$ cat config.mk
export PLATFORM = sky130hd
export DESIGN_NAME = e3ohi_port
export DESIGN_NICKNAME = d
export VERILOG_FILES = /design/src/design/e3ohi_pkg.sv /design/src/design/e3ohi_rom_if.sv /design/src/design/e3ohi_port.sv /design/src/design/e3ohi_table.sv
export SDC_FILE = /design/constraint.sdc
export NUM_CORES = 1
export LEC_CHECK = 0
export BUFFER_PORTS_ARGS = -buffer_cell sky130_fd_sc_hd__buf_2
export CORE_ASPECT_RATIO = 1.25
export CORE_MARGIN = 1.5
export CORE_UTILIZATION = 51
export CTS_CLUSTER_SIZE = 10
export DETAILED_ROUTE_END_ITERATION = 16
export PLACE_DENSITY = 0.84
export SLEW_MARGIN = 40
export SYNTH_ARGS = -nofsm -noshare
export SYNTH_HDL_FRONTEND = slang
export SYNTH_SLANG_ARGS = --single-unit
$ cat constraint.sdc
create_clock -name core_clk -period 1.8 [get_ports core_clk]
set_clock_uncertainty 0.2 [all_clocks]
set_input_delay 0.27 -clock core_clk [delete_from_list [all_inputs] [get_ports core_clk]]
set_output_delay 0.27 -clock core_clk [all_outputs]
set_load 0.1 [all_outputs]
$ cat src/design/e3ohi_pkg.sv
// Purpose: shared constants for the E3 overhead insertion port
// Assumes: G.832 overhead sequence of seven bytes, one bit per strobe
// Notes:   positions are counted from the boundary-marked strobe
package e3ohi_pkg;

  localparam int unsigned OVH_BITS_PER_FRAME = 56;
  localparam int unsigned BITS_PER_BYTE      = 8;
  localparam int unsigned OVH_BYTES          = 7;
  localparam int unsigned POS_W              = 6;
  localparam int unsigned BYTE_SEL_W         = 3;

  // insertable and refused windows of the overhead sequence
  localparam logic [5:0] POS_FIRST          = 6'h00;
  localparam logic [5:0] POS_REFUSED_FIRST  = 6'h01;
  localparam logic [5:0] POS_REFUSED_LAST   = 6'h17;
  localparam logic [5:0] POS_PATH_ID_FIRST  = 6'h18;
  localparam logic [5:0] POS_PATH_ID_HI_END = 6'h1d;
  localparam logic [5:0] POS_LAST           = 6'h37;
  localparam logic [5:0] POS_RESET          = 6'h00;

  // timing counts in core_clk cycles
  localparam int unsigned SYNC_STAGES    = 2;
  localparam logic [7:0]  SLOT_GAP_CYCLES = 8'h0c;
  localparam logic [7:0]  SYNC_WAIT_LAST  = 8'h01;
  localparam logic [7:0]  CNT_RESET       = 8'h00;

  // default internally generated overhead, byte 0 in the top bits
  localparam logic [55:0] OVH_TABLE_DEFAULT = 56'h00000000000000;

  typedef enum logic [3:0] {
    ph_gap     = 4'h1,
    ph_strobe  = 4'h2,
    ph_wait    = 4'h4,
    ph_capture = 4'h8
  } e3ohi_phase_t;

endpackage : e3ohi_pkg

$ cat src/design/e3ohi_rom_if.sv
// Purpose: carries the byte select and byte value of the overhead table
// Assumes: one reader, one table
// Notes:   table data comes out of a register, one cycle after select
`timescale 1ns/1ps
interface e3ohi_rom_if;
  logic [2:0] byte_sel;
  logic [7:0] byte_val;
  modport reader (output byte_sel, input  byte_val);
  modport table_side (input  byte_sel, output byte_val);
endinterface : e3ohi_rom_if

$ cat src/design/e3ohi_port.sv
// Purpose: transmit overhead insertion port, strobe-and-insert method
// Assumes: terminal equipment runs on the line-rate clock, here core_clk
// Notes:   inserted bits leave on ovh_bit_out with a one-cycle valid
//          ovh_bit_* outputs expose the outbound overhead stream
//          slot period is SLOT_GAP plus four core_clk cycles
//          reset state is our own: outputs low, next bit is position 0
//
// What this block does
// - strobe goes high one cycle before each overhead bit is processed
// - boundary rises with strobe when next bit starts a new frame
// - count zero, first alignment byte msb, accepts insertion
// - counts one to twenty-three refuse insertion
// - counts twenty-four to twenty-nine accept path identifier bits 7..2
// - bytes go in fixed order, msb first, eight counts each
// - counts thirty to fifty-five accept insertion
// - request on a refused bit is ignored, internal value kept
// - data sampled every cycle, used only while request high, ignored when low
`timescale 1ns/1ps
module e3ohi_port #(
  parameter logic [7:0]  SLOT_GAP  = e3ohi_pkg::SLOT_GAP_CYCLES,
  parameter logic [55:0] OVH_TABLE = e3ohi_pkg::OVH_TABLE_DEFAULT
) (
  input  wire logic                         core_clk,
  input  wire logic                         nrst,
  input  wire logic                         tx_overhead_insert_request,
  input  wire logic                         tx_overhead_bit_in,
  output wire logic                         tx_overhead_slot_strobe,
  output wire logic                         tx_overhead_frame_boundary,
  output wire logic                         ovh_bit_out,
  output wire logic                         ovh_bit_valid,
  output wire logic [e3ohi_pkg::POS_W-1:0]  ovh_bit_pos,
  output wire logic                         ovh_bit_inserted,
  output wire logic                         ovh_insert_ignored
);
  import e3ohi_pkg::*;

  ////////////////////////////////////////////////////////////////////////////
  // port state, one register for everything

  typedef struct packed {
    e3ohi_phase_t     phase;
    logic [7:0]       cnt;
    logic [POS_W-1:0] idx;
    logic             strobe;
    logic             boundary;
    logic             bit_out;
    logic             bit_valid;
    logic [POS_W-1:0] bit_pos;
    logic             inserted;
    logic             ignored;
    logic [1:0]       req_sync;
    logic [1:0]       dat_sync;
  } e3ohi_state_t;

  localparam e3ohi_state_t STATE_RESET = '{
    phase:     ph_gap,
    cnt:       CNT_RESET,
    idx:       POS_RESET,
    strobe:    1'b0,
    boundary:  1'b0,
    bit_out:   1'b0,
    bit_valid: 1'b0,
    bit_pos:   POS_RESET,
    inserted:  1'b0,
    ignored:   1'b0,
    req_sync:  2'h0,
    dat_sync:  2'h0
  };

  e3ohi_state_t st;
  e3ohi_state_t next_st;
  e3ohi_rom_if  rom ();

  ////////////////////////////////////////////////////////////////////////////
  // acceptance map of the overhead positions

  function automatic logic e3ohi_insertable(input logic [POS_W-1:0] pos);
    logic ok;
    ok = 1'b0;
    if (pos == POS_FIRST) begin
      ok = 1'b1;
    end else if (pos >= POS_REFUSED_FIRST && pos <= POS_REFUSED_LAST) begin
      ok = 1'b0;
    end else if (pos >= POS_PATH_ID_FIRST && pos <= POS_PATH_ID_HI_END) begin
      ok = 1'b1;
    end else if (pos > POS_PATH_ID_HI_END && pos <= POS_LAST) begin
      ok = 1'b1;
    end
    return ok;
  endfunction : e3ohi_insertable

  // positions run from the frame start to POS_LAST and then wrap
  function automatic logic [POS_W-1:0] e3ohi_next_pos(input logic [POS_W-1:0] pos);
    logic [POS_W-1:0] nxt;
    nxt = pos + POS_W'(1);
    if (pos >= POS_LAST) begin
      nxt = POS_FIRST;
    end
    return nxt;
  endfunction : e3ohi_next_pos

  // picks the table bit of a position; bit 7 of a byte goes out first
  function automatic logic e3ohi_msb_first_bit(
    input logic [7:0]       byte_val,
    input logic [POS_W-1:0] pos
  );
    logic [BYTE_SEL_W-1:0] bit_idx;
    bit_idx = 3'h7 - pos[BYTE_SEL_W-1:0];
    return byte_val[bit_idx];
  endfunction : e3ohi_msb_first_bit

  ////////////////////////////////////////////////////////////////////////////
  // internal overhead source

  assign rom.byte_sel = st.idx[POS_W-1:BYTE_SEL_W];

  e3ohi_table #(
    .TABLE (OVH_TABLE)
  ) u_table (
    .core_clk (core_clk),
    .nrst     (nrst),
    .rom      (rom.table_side)
  );

  ////////////////////////////////////////////////////////////////////////////
  // slot sequencer and insertion

  always_comb begin
    logic internal_bit;
    logic accept;
    internal_bit = 1'b0;
    accept       = 1'b0;
    next_st      = st;

    // pins are asynchronous to core_clk, so two flops before any use
    next_st.req_sync[0] = tx_overhead_insert_request;
    next_st.req_sync[1] = st.req_sync[0];
    next_st.dat_sync[0] = tx_overhead_bit_in;
    next_st.dat_sync[1] = st.dat_sync[0];
    next_st.bit_valid = 1'b0;
    next_st.ignored   = 1'b0;
    next_st.strobe    = 1'b0;
    next_st.boundary  = 1'b0;

    // msb first within each byte
    internal_bit = e3ohi_msb_first_bit(rom.byte_val, st.idx);

    case (st.phase)
      ph_gap: begin
        // gap length plus four fixed cycles makes the slot period
        next_st.cnt = st.cnt + 8'h01;
        if (st.cnt >= SLOT_GAP - 8'h01) begin
          next_st.cnt      = CNT_RESET;
          next_st.phase    = ph_strobe;
          next_st.strobe   = 1'b1;
          next_st.boundary = (st.idx == POS_FIRST);
        end
      end

      ph_strobe: begin
        // strobe cycle; the next cycle is the processing cycle
        next_st.phase = ph_wait;
        next_st.cnt   = CNT_RESET;
      end

      ph_wait: begin
        // the far end holds request, and data while requesting, until the next strobe, which
        // is what lets the synchroniser delay stand in for a falling edge;
        // two wait cycles, so the second flop holds the processing-cycle value
        next_st.cnt = st.cnt + 8'h01;
        if (st.cnt >= SYNC_WAIT_LAST) begin
          next_st.phase = ph_capture;
          next_st.cnt   = CNT_RESET;
        end
      end

      ph_capture: begin
        // a refused or unrequested slot keeps the table bit
        accept            = st.req_sync[1] && e3ohi_insertable(st.idx);
        next_st.bit_out   = accept ? st.dat_sync[1] : internal_bit;
        next_st.inserted  = accept;
        next_st.ignored   = st.req_sync[1] && !accept;
        next_st.bit_valid = 1'b1;
        next_st.bit_pos   = st.idx;
        next_st.idx       = e3ohi_next_pos(st.idx);
        next_st.phase     = ph_gap;
        next_st.cnt       = CNT_RESET;
      end
      default: begin
        next_st = STATE_RESET;
      end
    endcase
  end

  ////////////////////////////////////////////////////////////////////////////
  // state register

  always_ff @(posedge core_clk or negedge nrst) begin
    if (!nrst) begin
      st <= STATE_RESET;
    end else begin
      st <= next_st;
    end
  end

  ////////////////////////////////////////////////////////////////////////////
  // outputs, all straight from the state register

  assign tx_overhead_slot_strobe    = st.strobe;
  assign tx_overhead_frame_boundary = st.boundary;

  assign ovh_bit_out                = st.bit_out;
  assign ovh_bit_valid              = st.bit_valid;
  assign ovh_bit_pos                = st.bit_pos;
  assign ovh_bit_inserted           = st.inserted;
  assign ovh_insert_ignored         = st.ignored;

endmodule : e3ohi_port

$ cat src/design/e3ohi_table.sv
// Purpose: default overhead byte table with registered read
// Assumes: select stable for many cycles before use
// Notes:   unused selects read as zero
`timescale 1ns/1ps
module e3ohi_table #(
  parameter logic [55:0] TABLE = e3ohi_pkg::OVH_TABLE_DEFAULT
) (
  input wire logic        core_clk,
  input wire logic        nrst,
  e3ohi_rom_if.table_side rom
);
  import e3ohi_pkg::*;

  logic [7:0] next_val;
  logic [7:0] val;

  always_comb begin
    next_val = 8'h00;
    if (rom.byte_sel < BYTE_SEL_W'(OVH_BYTES)) begin
      next_val = TABLE[(OVH_BYTES - 1 - rom.byte_sel) * BITS_PER_BYTE +: BITS_PER_BYTE];
    end
  end

  always_ff @(posedge core_clk or negedge nrst) begin
    if (!nrst) begin
      val <= 8'h00;
    end else begin
      val <= next_val;
    end
  end

  assign rom.byte_val = val;

endmodule : e3ohi_table

### Word level (Yosys, flattened, before mapping)

Index checks and enable logic that the tools add are counted.

* register bits: 42
* input port bits: 4
* output and inout port bits: 12
* word-level logic and storage cells: 63

* add/subtract/negate cells: 4
* $lt $le $gt $ge: 11
* equal/unequal tests: 6
* shifts and indexed selects: 1
* muxes and demuxes: 18
* reductions and logical operators: 10

Operator list (number)
* indexed part select 56 x 33 -> 8 bit, first input constant: 1
* one-hot mux 12 bit (3 select lines): 1
* two-way mux 12 bit: 2
* one-hot mux 10 bit (2 select lines): 1
* less-or-equal comparator 6 x 5 -> 1 bit, second input constant: 2
* one-hot mux 6 bit (2 select lines): 1
* adder 8 x 1 -> 8 bit, second input constant: 1
* >= comparator 8 x 1 -> 1 bit, second input constant: 1
* >= comparator 8 x 4 -> 1 bit, second input constant: 1
* two-way mux 8 bit: 1
* two-way mux 1 bit: 7
* adder 6 x 1 -> 6 bit, second input constant: 1
* >= comparator 6 x 1 -> 1 bit, second input constant: 1
* >= comparator 6 x 5 -> 1 bit, second input constant: 1
* >= comparator 6 bit, second input constant: 1
* > comparator 6 x 5 -> 1 bit, second input constant: 1
* less-or-equal comparator 6 bit, second input constant: 1
* zero test 6 bit: 1
* two-way mux 6 bit: 1
* logical AND 1 bit: 5
* equality test 4 x 1 -> 1 bit, second input constant: 1
* equality test 4 x 2 -> 1 bit, second input constant: 1
* equality test 4 x 3 -> 1 bit, second input constant: 1
* equality test 4 bit, second input constant: 1
* other kinds (12): 14

### Depth between registers and ports, before layout

Gate-level depths: netlist (run 1).

* word-level depth: 11
* depth in mapped cells: 6
* gate-level depth less buffers: 6

### By module

Synthesis (run 1) repeated with hierarchy kept, for this count alone.

* cell total of the unflattened synthesis: 152
* area, all modules: 1715.4 um^2

By module, submodules not included
* e3ohi_port: times used 1, cells an instance 143, area each 1651.6 um^2, sequential area each 852.1 um^2
* e3ohi_table: times used 1, cells an instance 9, area each 63.8 um^2, sequential area each 0.0 um^2

### Worst setup path after synthesis (run 1)

Ideal clock, no wire load.

* path type: reg2reg
* start point: register st[16] in the netlist's numbering
* end point: register st, in the netlist rom.byte_sel[0]
* library setup time: 0.069 ns
* arrival time: 1.524 ns
* data required time: 1.531 ns
* setup slack: 0.007 ns
* cell stages (with the launch flop): 6
* buffers on the path: 0
* period minus slack after synthesis: 1.793 ns
* cell sequence: dfrtp_1 > ha_1 > nor3_1 > nor3_1 > or4_1 > nand3_1

* cells in the longest elaborated chain, start to end: 3
* elaborated cells between the ends (all ways): 4
* those cells by class: 1 x add/sub; 1 x order compare; 2 x mux

RTL lines
* start, declared: line e3ohi_port.sv:70 `e3ohi_state_t st;`
* start signal, assigned: line e3ohi_port.sv:202 `st <= next_st;`
* adder 6 x 1 -> 6 bit or >= comparator 6 bit (tied branches): line e3ohi_port.sv:95, e3ohi_port.sv:96
* two-way mux 6 bit *: line e3ohi_port.sv:96 `if (pos >= POS_LAST) begin`
* one-hot mux 6 bit (2 select lines) *: line e3ohi_port.sv:148 `case (st.phase)`

Every way passes the cells marked *; elsewhere a longest branch is shown, timed or not.
A chain may end at the register's enable or synchronous reset.

### Worst setup path after layout (run 1)

* start point: register st[31] in the netlist's numbering
* end point: register st, in the netlist rom.byte_sel[0]

* cells in the longest elaborated chain, start to end: 3
* elaborated cells between the ends (all ways): 6
* those cells by class: 4 x eq/ne; 1 x mux; 1 x reduce/logical

RTL lines (line)
* equality test 4 x 3 -> 1 bit, or another cell as far along: e3ohi_port.sv:148
* OR reduction 3 bit (no line)
* one-hot mux 6 bit (2 select lines): e3ohi_port.sv:148

Parallel ways exist; a longest one is shown, timed or not.

==> results.txt, run 1 <==
* GRT Resource Usage Total: 20.5%
- 0 antenna diodes ended up in the layout.
* Hpwl dp: 2070 um
- Cells with a size suffix above 1 make up 27.7% of the layout.
* Distinct cells, synth: 38
- In the final design database the tool counted 182 nets.
* Number of cell rows: 22
- Clock net sink count: 34
- CTS placed an instance of sky130_fd_sc_hd__clkbuf_4 at the clock tree root.
* Maximum vdd ir drop: 0.929 mV
- Remaining antenna violation count after routing: 0
* Count of warnings emitted by yosys: 0
- Total design power: 2.27 mW
- Routability-driven placement finished with a final weighted congestion of between 0.8 and 0.9.
- Post-synth EDFFs: 0
- Wire length of the first global-routing pass: 4950 um
- Port buffering added 15 buffers.
- Maximum number of pins on one net before global-route repair: 35
- The checks that failed: setup timing.
- DIE HEIGHT: between 60 and 70 um
- The critical path goes through nor4b_4 -> nand2_1 -> or4_1 -> nand3_1.
* Pwr per Cell Area: roughly 1200 nW/um^2
- Clk Latency, worst-skew pair: 0.34 ns
- Instance area at placement: 1690 sq um
* Share of async-settable or async-resettable flops after synthesis: 100%
- Clock-pin slew was measured on the worst setup and hold paths at about 0.11 ns.
- After detailed routing, the average wire length per cell comes to approximately 14 um.
- Top cell type by total area after synthesis: sky130_fd_sc_hd__dfrtp_1
- The number of antenna violations at the first check in global routing came to 0.
- Number of top-level pins: 16
- The worst setup path is launched from a flip-flop.
- Core Area: about 3000 sq um
- Data on the critical path is required at its endpoint by 1.87 ns.
- Excluding fillers, the count of instances in the completed layout stands at around 210.
- Timing analysis after detailed placement gives a worst setup slack of -0.0884 ns.
- The worst setup path is captured at a flip-flop.
* Highest fanout seen on the critical path: 6
- Across all layers, the routed design uses 1106 vias.
- The first TritonRoute pass finished after 5 iterations.
- Counting flops and latches in the post-synthesis netlist gives 34.
- The most used flip-flop cell after synthesis is sky130_fd_sc_hd__dfrtp_1.
* CTS Buf Count: 5
* Number of cells produced by synthesis: ~140
- Final WL: 2990 um
- Max Fclk: 0.554 GHz
* Synth-to-Final Area Change: 19.6%
- Unrepaired setup endpoints after global routing: true
* Worst setup path class: flip-flop to flip-flop
* Minimum period implied by the final worst setup slack: 1.81 ns
* Vias per cell: 5.29
- Number of failing setup endpoints in the final timing report: 1
* Register area: 853 sq um
- Number of global-route vias before repair: 1112
- Remaining Overflow, GRT: 0
- Hold WC Path Type: input pin to asynchronous set/reset pin
- Number of hold violations in the final report: 0
- In the final layout, the multi-input gates occupy 633 sq um.
* Number of DRC violations after detailed routing: 0
- Most frequent cells after synthesis: 33 x sky130_fd_sc_hd__dfrtp_1, 14 x sky130_fd_sc_hd__nand2_1
- Worst path arrival time: 1.88 ns
- Cell with the most instances after synthesis: sky130_fd_sc_hd__dfrtp_1
- After layout, the worst path uses 100% of the clock period.
* CTS max path bufs: 2
- The die is between 50 and 60 um wide.
- Non-Filler Cell Area, Final: 1850 sq um
- Filler cells: 228
- The die covers 3370 sq um.
- Max-cap violations in this run came to 0.
- Once the floorplan was initialized, standard cells occupied 53.0% of the core.
- CTS tree: done
* Cell with the largest stage delay on the worst path: sky130_fd_sc_hd__dfrtp_1
- In this run the static leakage power is 0.899 nW.
- Each instance of the synthesized netlist takes up on average ~11 sq um.
* Delay of the slowest critical-path stage: ~0.48 ns
* Cell types with the largest area share after synthesis: sky130_fd_sc_hd__dfrtp_1 53%, sky130_fd_sc_hd__ha_1 4.9%, sky130_fd_sc_hd__a22o_1 4.0%
- Level count of the clock H-tree: 2
* Post-synth top area share: between 50% and 60%
* Status: finished, violations left
- After detailed placement, the design holds a cell count of about 190.
- The detailed router finished its first iteration with 35 violations.
- Of the synthesized area, sequential elements account for 55.1%.
* Total standard cell area after synthesis: 1550 sq um
- The number of pins with negative max-slew slack in the final report is 0.
- Worst hold margin: roughly 0.27 ns
- In the post-route analysis, the smallest setup slack over all paths is -0.00590 ns.
[logic make-up (layout without fill, tap and decap cells)]
| group | after synthesis | count (layout) | share of synthesized area, % |
|---|---|---|---|
| buf+inv | 18 | 49 | 6.07 |
| flops | 34 | 34 | 55.1 |
| other cells | 1 | 4 | 0.242 |
| compound gates | 27 | 27 | 13.3 |
| fa+ha+maj | 6 | 6 | 4.85 |
| simple gates | 51 | 51 | 19.3 |
| xor+xnor | 2 | 2 | 1.13 |
[flip-flops by register name (all words and copies together), names as in the netlist]
register and flops:
rom.byte_sel 3, ovh_bit_inserted 1, ovh_bit_out 1, tx_overhead_frame_boundary 1, ovh_bit_valid 1, ovh_insert_ignored 1
st 19, tx_overhead_slot_strobe 1, ovh_bit_pos 6
[critical path: cells and delay by family, from the launching register on]
family | cells | cell delay (ns)
simple gates | 4 | 1.06
flops | 1 | 0.48
[per-stage QoR]
stage,setup TNS [ns],utilization [%]
2_1_floorplan,0,-
3_3_place_gp,0,58.0
3_5_place_dp,-0.0884,58.0
4_1_cts,0,61.7
5_1_grt,-0.227,63.4
6_report,-0.00590,63.4
[cells in the final DEF, fill, tap and decap left out, types with 3 or more instances in the layout]
cell type,Yosys,layout
sky130_fd_sc_hd__dlygate4sd3_1,0,3
sky130_fd_sc_hd__inv_1,7,7
sky130_fd_sc_hd__a22o_1,7,7
sky130_fd_sc_hd__nor2b_1,6,6
sky130_fd_sc_hd__dfrtp_1,33,32
sky130_fd_sc_hd__nand2b_1,4,4
sky130_fd_sc_hd__buf_4,7,14
sky130_fd_sc_hd__clkbuf_4,0,5
sky130_fd_sc_hd__o21ai_0,5,3
sky130_fd_sc_hd__nor2_1,7,7
sky130_fd_sc_hd__buf_2,0,15
sky130_fd_sc_hd__nand3_1,5,5
sky130_fd_sc_hd__nand2_1,14,14
sky130_fd_sc_hd__o21ai_1,1,3
sky130_fd_sc_hd__conb_1,1,4
sky130_fd_sc_hd__ha_1,6,4
[power by group]
part           leakage [nW]  switching, mW  internal, mW  total (mW)
combinational         0.414          0.495         0.365       0.860
sequential            0.453         0.0984         0.882       0.981
clock                0.0326          0.239         0.193       0.431
total                 0.899          0.832          1.44        2.27
[layout make-up]
type	count	share of cell area, %
clock buffers	8	3.18
inverters	7	1.42
multi-input cells	90	34.2
flip-flops and latches	34	46.1
well taps	36	2.44
repair buffers	34	12.6
[timing repair]
item / 4_1_cts / 5_1_grt
buffers inserted: 0 / 5
setup endpoints to repair: 4 / 16
pin swaps: 1 / 2
endpoints found under the hold margin: 35 / 0
gates resized for setup: 5 / 5
hold buffers: 3 / 0
cloned: 0 / 0
[routing by layer]
metal / wire [um] / GRT usage (%) / vias up
li1: - / - / 542
met1: 1200 / 23.9 / 538
met2: 1640 / 34.0 / 21
met3: 114 / 6.91 / 5
met4: 39 / 8.65 / 0
met5: 0 / 0 / -
[final timing paths]
path | startpoint | slack [ns] | endpoint | depth (start not counted)
worst max-delay path | st[31] | -0.006 | rom.byte_sel[0] | 4
worst min-delay path | nrst | 0.27 | st[24] | 3
worst max register to register | st[31] | -0.006 | rom.byte_sel[0] | 4
worst min register to register | st[0] | 0.28 | st[1] | 1
max in group asynchronous | nrst | 0.79 | st[30] | 3
min in group core_clk | st[0] | 0.28 | st[1] | 1
No activity file was read; power rests on OpenSTA's default activity.
==> run 2, diff against run 1 <==
BUFFER_PORTS_ARGS = -buffer_cell sky130_fd_sc_hd__clkbuf_2   (was -buffer_cell sky130_fd_sc_hd__buf_2)
==> run 2 against run 1 <==
The flow still finishes with violations (setup timing). Worst setup slack got worse by 0.038 ns. Sequential power about the same. Worst hold slack improved by 0.0053 ns. Die area is the same. Clock-buffer cell count fell by 1. Via count rose by 3.8%. Critical endpoint unchanged. Largest power group unchanged.
==> results.txt, run 2 (synthesized netlist as in run 1, its figures left out) <==
- The first element of the critical path was st[17] (was st[31]).
* Violations in the final reports: setup timing (unchanged)
- Sw Pwr: 841 uW (was 832 uW)
- The clock-pin transition on the worst setup and hold timing paths was 0.09 ns (was 0.11 ns).
- The number of vias after detailed routing came to 1148 (was 1106).
* CTS max path bufs: 2 (unchanged)
* Hpwl dp: 2060 um (was 2070 um)
- The number of cell instances on the worst register-to-register path was 5 (was 4).
* R2R Setup Slk: -0.04 ns (was -0.006 ns)
- Final standard cell count with taps included and fillers excluded: 207 (was 209)
- Highest-count cells in the layout ignoring fill and taps: 31 x sky130_fd_sc_hd__dfrtp_1, 15 x sky130_fd_sc_hd__clkbuf_2, 14 x sky130_fd_sc_hd__nand2_1, 14 x sky130_fd_sc_hd__buf_4 (was 32 x sky130_fd_sc_hd__dfrtp_1, 15 x sky130_fd_sc_hd__buf_2, 14 x sky130_fd_sc_hd__nand2_1, 14 x sky130_fd_sc_hd__buf_4)
* Final WL: 2910 um (was 2990 um)
- The depth of the CTS H-tree came to 2 (unchanged).
* Effective utilization at floorplan: 53.0% (unchanged)
- Power Internal: 1.42 mW (was 1.44 mW)
- The number of antenna violations at the first check in global routing is 0 (unchanged).
- The number of global-route vias before repair is 1093 (was 1112).
- Die X-Extent: 52.3 um (unchanged)
* Core Area: 2920 sq um (unchanged)
- The power density over the cells was 1220 nW/um^2 (was 1230 nW/um^2).
* Layout cell share with drive strength beyond 1: 29.2% (was 27.7%)
- The count of input and output buffers was 15 (unchanged).
- Iteration-0 DRC count of the detailed router: 40 (was 35)
- GRT Resource Usage Total: 19.6% (was 20.5%)
* Final weighted congestion in routability-driven placement: 0.815 (was 0.846)
- The final antenna diode count was 0 (unchanged).
- Switching share of power: 37.2% (was 36.6%)
- The type of the worst setup path was flip-flop to flip-flop (unchanged).
- Fraction of the cycle the final worst path needs: 102% (was 100%)
- The number of flip-flops under the largest register name is 19 (unchanged).
- The number of maximum-capacitance constraint violations was 0 (unchanged).
- Number of cell rows: 22 (unchanged)
- The destination of the critical timing path is rom.byte_sel[0] (unchanged).
* Most common library cell in the layout ignoring fill and taps: sky130_fd_sc_hd__dfrtp_1 (unchanged)
- Critical R2R Capture: rom.byte_sel[0] (unchanged)
* Iteration count of the initial detailed-routing pass: 4 (was 5)
- Unrepaired setup endpoints after global routing: true (unchanged).
- The routed wirelength normalized by instance count came to 14.1 um (was 14.3 um).
- The full die area was 3370 sq um (unchanged).
- CTS tree: done (unchanged)
- Number of DRC violations after detailed routing: 0 (unchanged)
* Minimum period implied by the final worst setup slack: 1.84 ns (was 1.81 ns)
- Maximum number of pins on one net before global-route repair: 35 (unchanged)
- The number of hold-slack violations in the final timing report is 0 (unchanged).
- Status: finished, violations left (unchanged)
- Count of placed standard cells including taps: 192 (was 193)
- The fmax was 0.542 GHz (was 0.554 GHz).
- Hold WC Path Type: flip-flop to flip-flop (was input pin to asynchronous set/reset pin)
* Worst setup slack after layout: -0.0434 ns (was -0.00590 ns)
* Count of nets after finishing: 180 (was 182)
- The number of routed nets with antenna violations came to 0 (unchanged).
- Reg2reg start: st[17] (was st[31])
- CTS Buf Count: 5 (unchanged)
- Worst rel slew slack: 63.8%
- Synth-to-Final Area Change: 20.0% (was 19.6%)
- The buffer cell driving the clock tree root is sky130_fd_sc_hd__clkbuf_4 (unchanged).
- Type of origin of the critical path: flip-flop (unchanged)
- The fraction of power consumed by the clock network was 18.6% (was 19.0%).
- Worst hold margin: 0.273 ns (was 0.268 ns)
- The endpoint kind of the worst setup timing path is a flip-flop (unchanged).
* Maximum vdd ir drop: 0.890 mV (was 0.929 mV)
- The final number of setup-violating endpoints came to 1 (unchanged).
- Number of top-level pins: 16 (unchanged)
- The arrival time at the worst endpoint was 1.91 ns (was 1.88 ns).
- Clk Latency, worst-skew pair: 0.33 ns (was 0.34 ns)
- The register containing the most flip-flops in the final layout was st (unchanged).
- Max-slew violation count: 0 (unchanged)
- Proportion of power drawn by combinational gates: 37.1% (was 37.9%)
- The leakage power of the design is 0.892 nW (was 0.899 nW).
* Data required time at the worst endpoint: 1.86 ns (was 1.87 ns)
* Clock net sink count: 34 (unchanged)
- Worst-margin pin slew: 0.545 ns
- The largest driver fanout on the critical path was 4 (was 6).
* DIE HEIGHT: 64.6 um (unchanged)
- Remaining Overflow, GRT: 0 (unchanged)
* Flop pwr share: 44.3% (was 43.2%)
* Vias per cell: 5.55 (was 5.29)
* Wire length of the first global-routing pass: 4770 um (was 4950 um)
## run 2: cell types whose count changed in the layout (fill, tap and decap cells not counted), sizes merged
cell / change
buf: -17
clkbuf: +14
clkinv: +1
## run 2: final cells by class
cell class / count / area [sq um]
sequential: 34 / 855
inverter: 7 / 26.3
clock inverter: 1 / 5.00
timing repair buffer: 32 / 210
multi-input combinational: 90 / 659
tap: 36 / 45.0
fill: 237 / 1060
clock buffer: 7 / 55.1
## run 2: through the flow
step	total power, mW	setup WS [ns]	setup TNS, ns	area (sq um)	utilization (%)
2_1_floorplan	1.50	0.00700	0	1560	-
3_3_place_gp	1.69	0.0254	0	1690	57.8
3_5_place_dp	1.73	-0.0435	-0.0435	1690	57.8
4_1_cts	2.17	0.00994	0	1790	61.4
5_1_grt	2.39	-0.117	-0.334	1860	63.6
6_report	2.26	-0.0434	-0.0434	1860	63.6
## run 2: power by group through the flow
stage | Combinational, mW | Clock (mW) | Sequential [mW]
2_1_floorplan | 0.367 | 0 | 1.14
3_3_place_gp | 0.708 | 0 | 0.981
3_5_place_dp | 0.733 | 0 | 0.999
4_1_cts | 0.752 | 0.439 | 0.983
5_1_grt | 0.902 | 0.479 | 1.01
6_report | 0.840 | 0.420 | 1.00
## run 2: worst max-delay path: stages, from the launching register on
cell                      delay [ns]
sky130_fd_sc_hd__dfrtp_1        0.44
sky130_fd_sc_hd__ha_2           0.23
sky130_fd_sc_hd__nor3_4         0.21
sky130_fd_sc_hd__nor3_1         0.08
sky130_fd_sc_hd__or4_1          0.53
sky130_fd_sc_hd__nand3_1        0.10
## run 2: routing by layer
| metal | global-route usage [%] | wire [um] | share of wire (%) |
|---|---|---|---|
| met1 | 23.0 | 1180 | 40 |
| met2 | 32.9 | 1550 | 53 |
| met3 | 4.15 | 107 | 3.7 |
| met4 | 10.6 | 76 | 2.6 |
| met5 | 0 | 0 | 0 |
## run 2: what timing repair did
item | CTS | global route
setup buffers | 1 | 3
hold buffers | 3 | 0
hold endpoints to repair | 35 | 0
endpoints found under the setup margin | 1 | 22
pin swaps | 1 | 0
gates resized for setup | 2 | 11
## run 2: worst min path at each step
stage | from | depth (start not counted) | endpoint
finish | st[2] | 1 | st[3]
global route | st[2] | 1 | st[3]
global placement | nrst | 2 | st[24]
CTS | st[2] | 1 | st[3]
detailed placement | nrst | 2 | st[24]
floorplan | nrst | 0 | ovh_bit_inserted
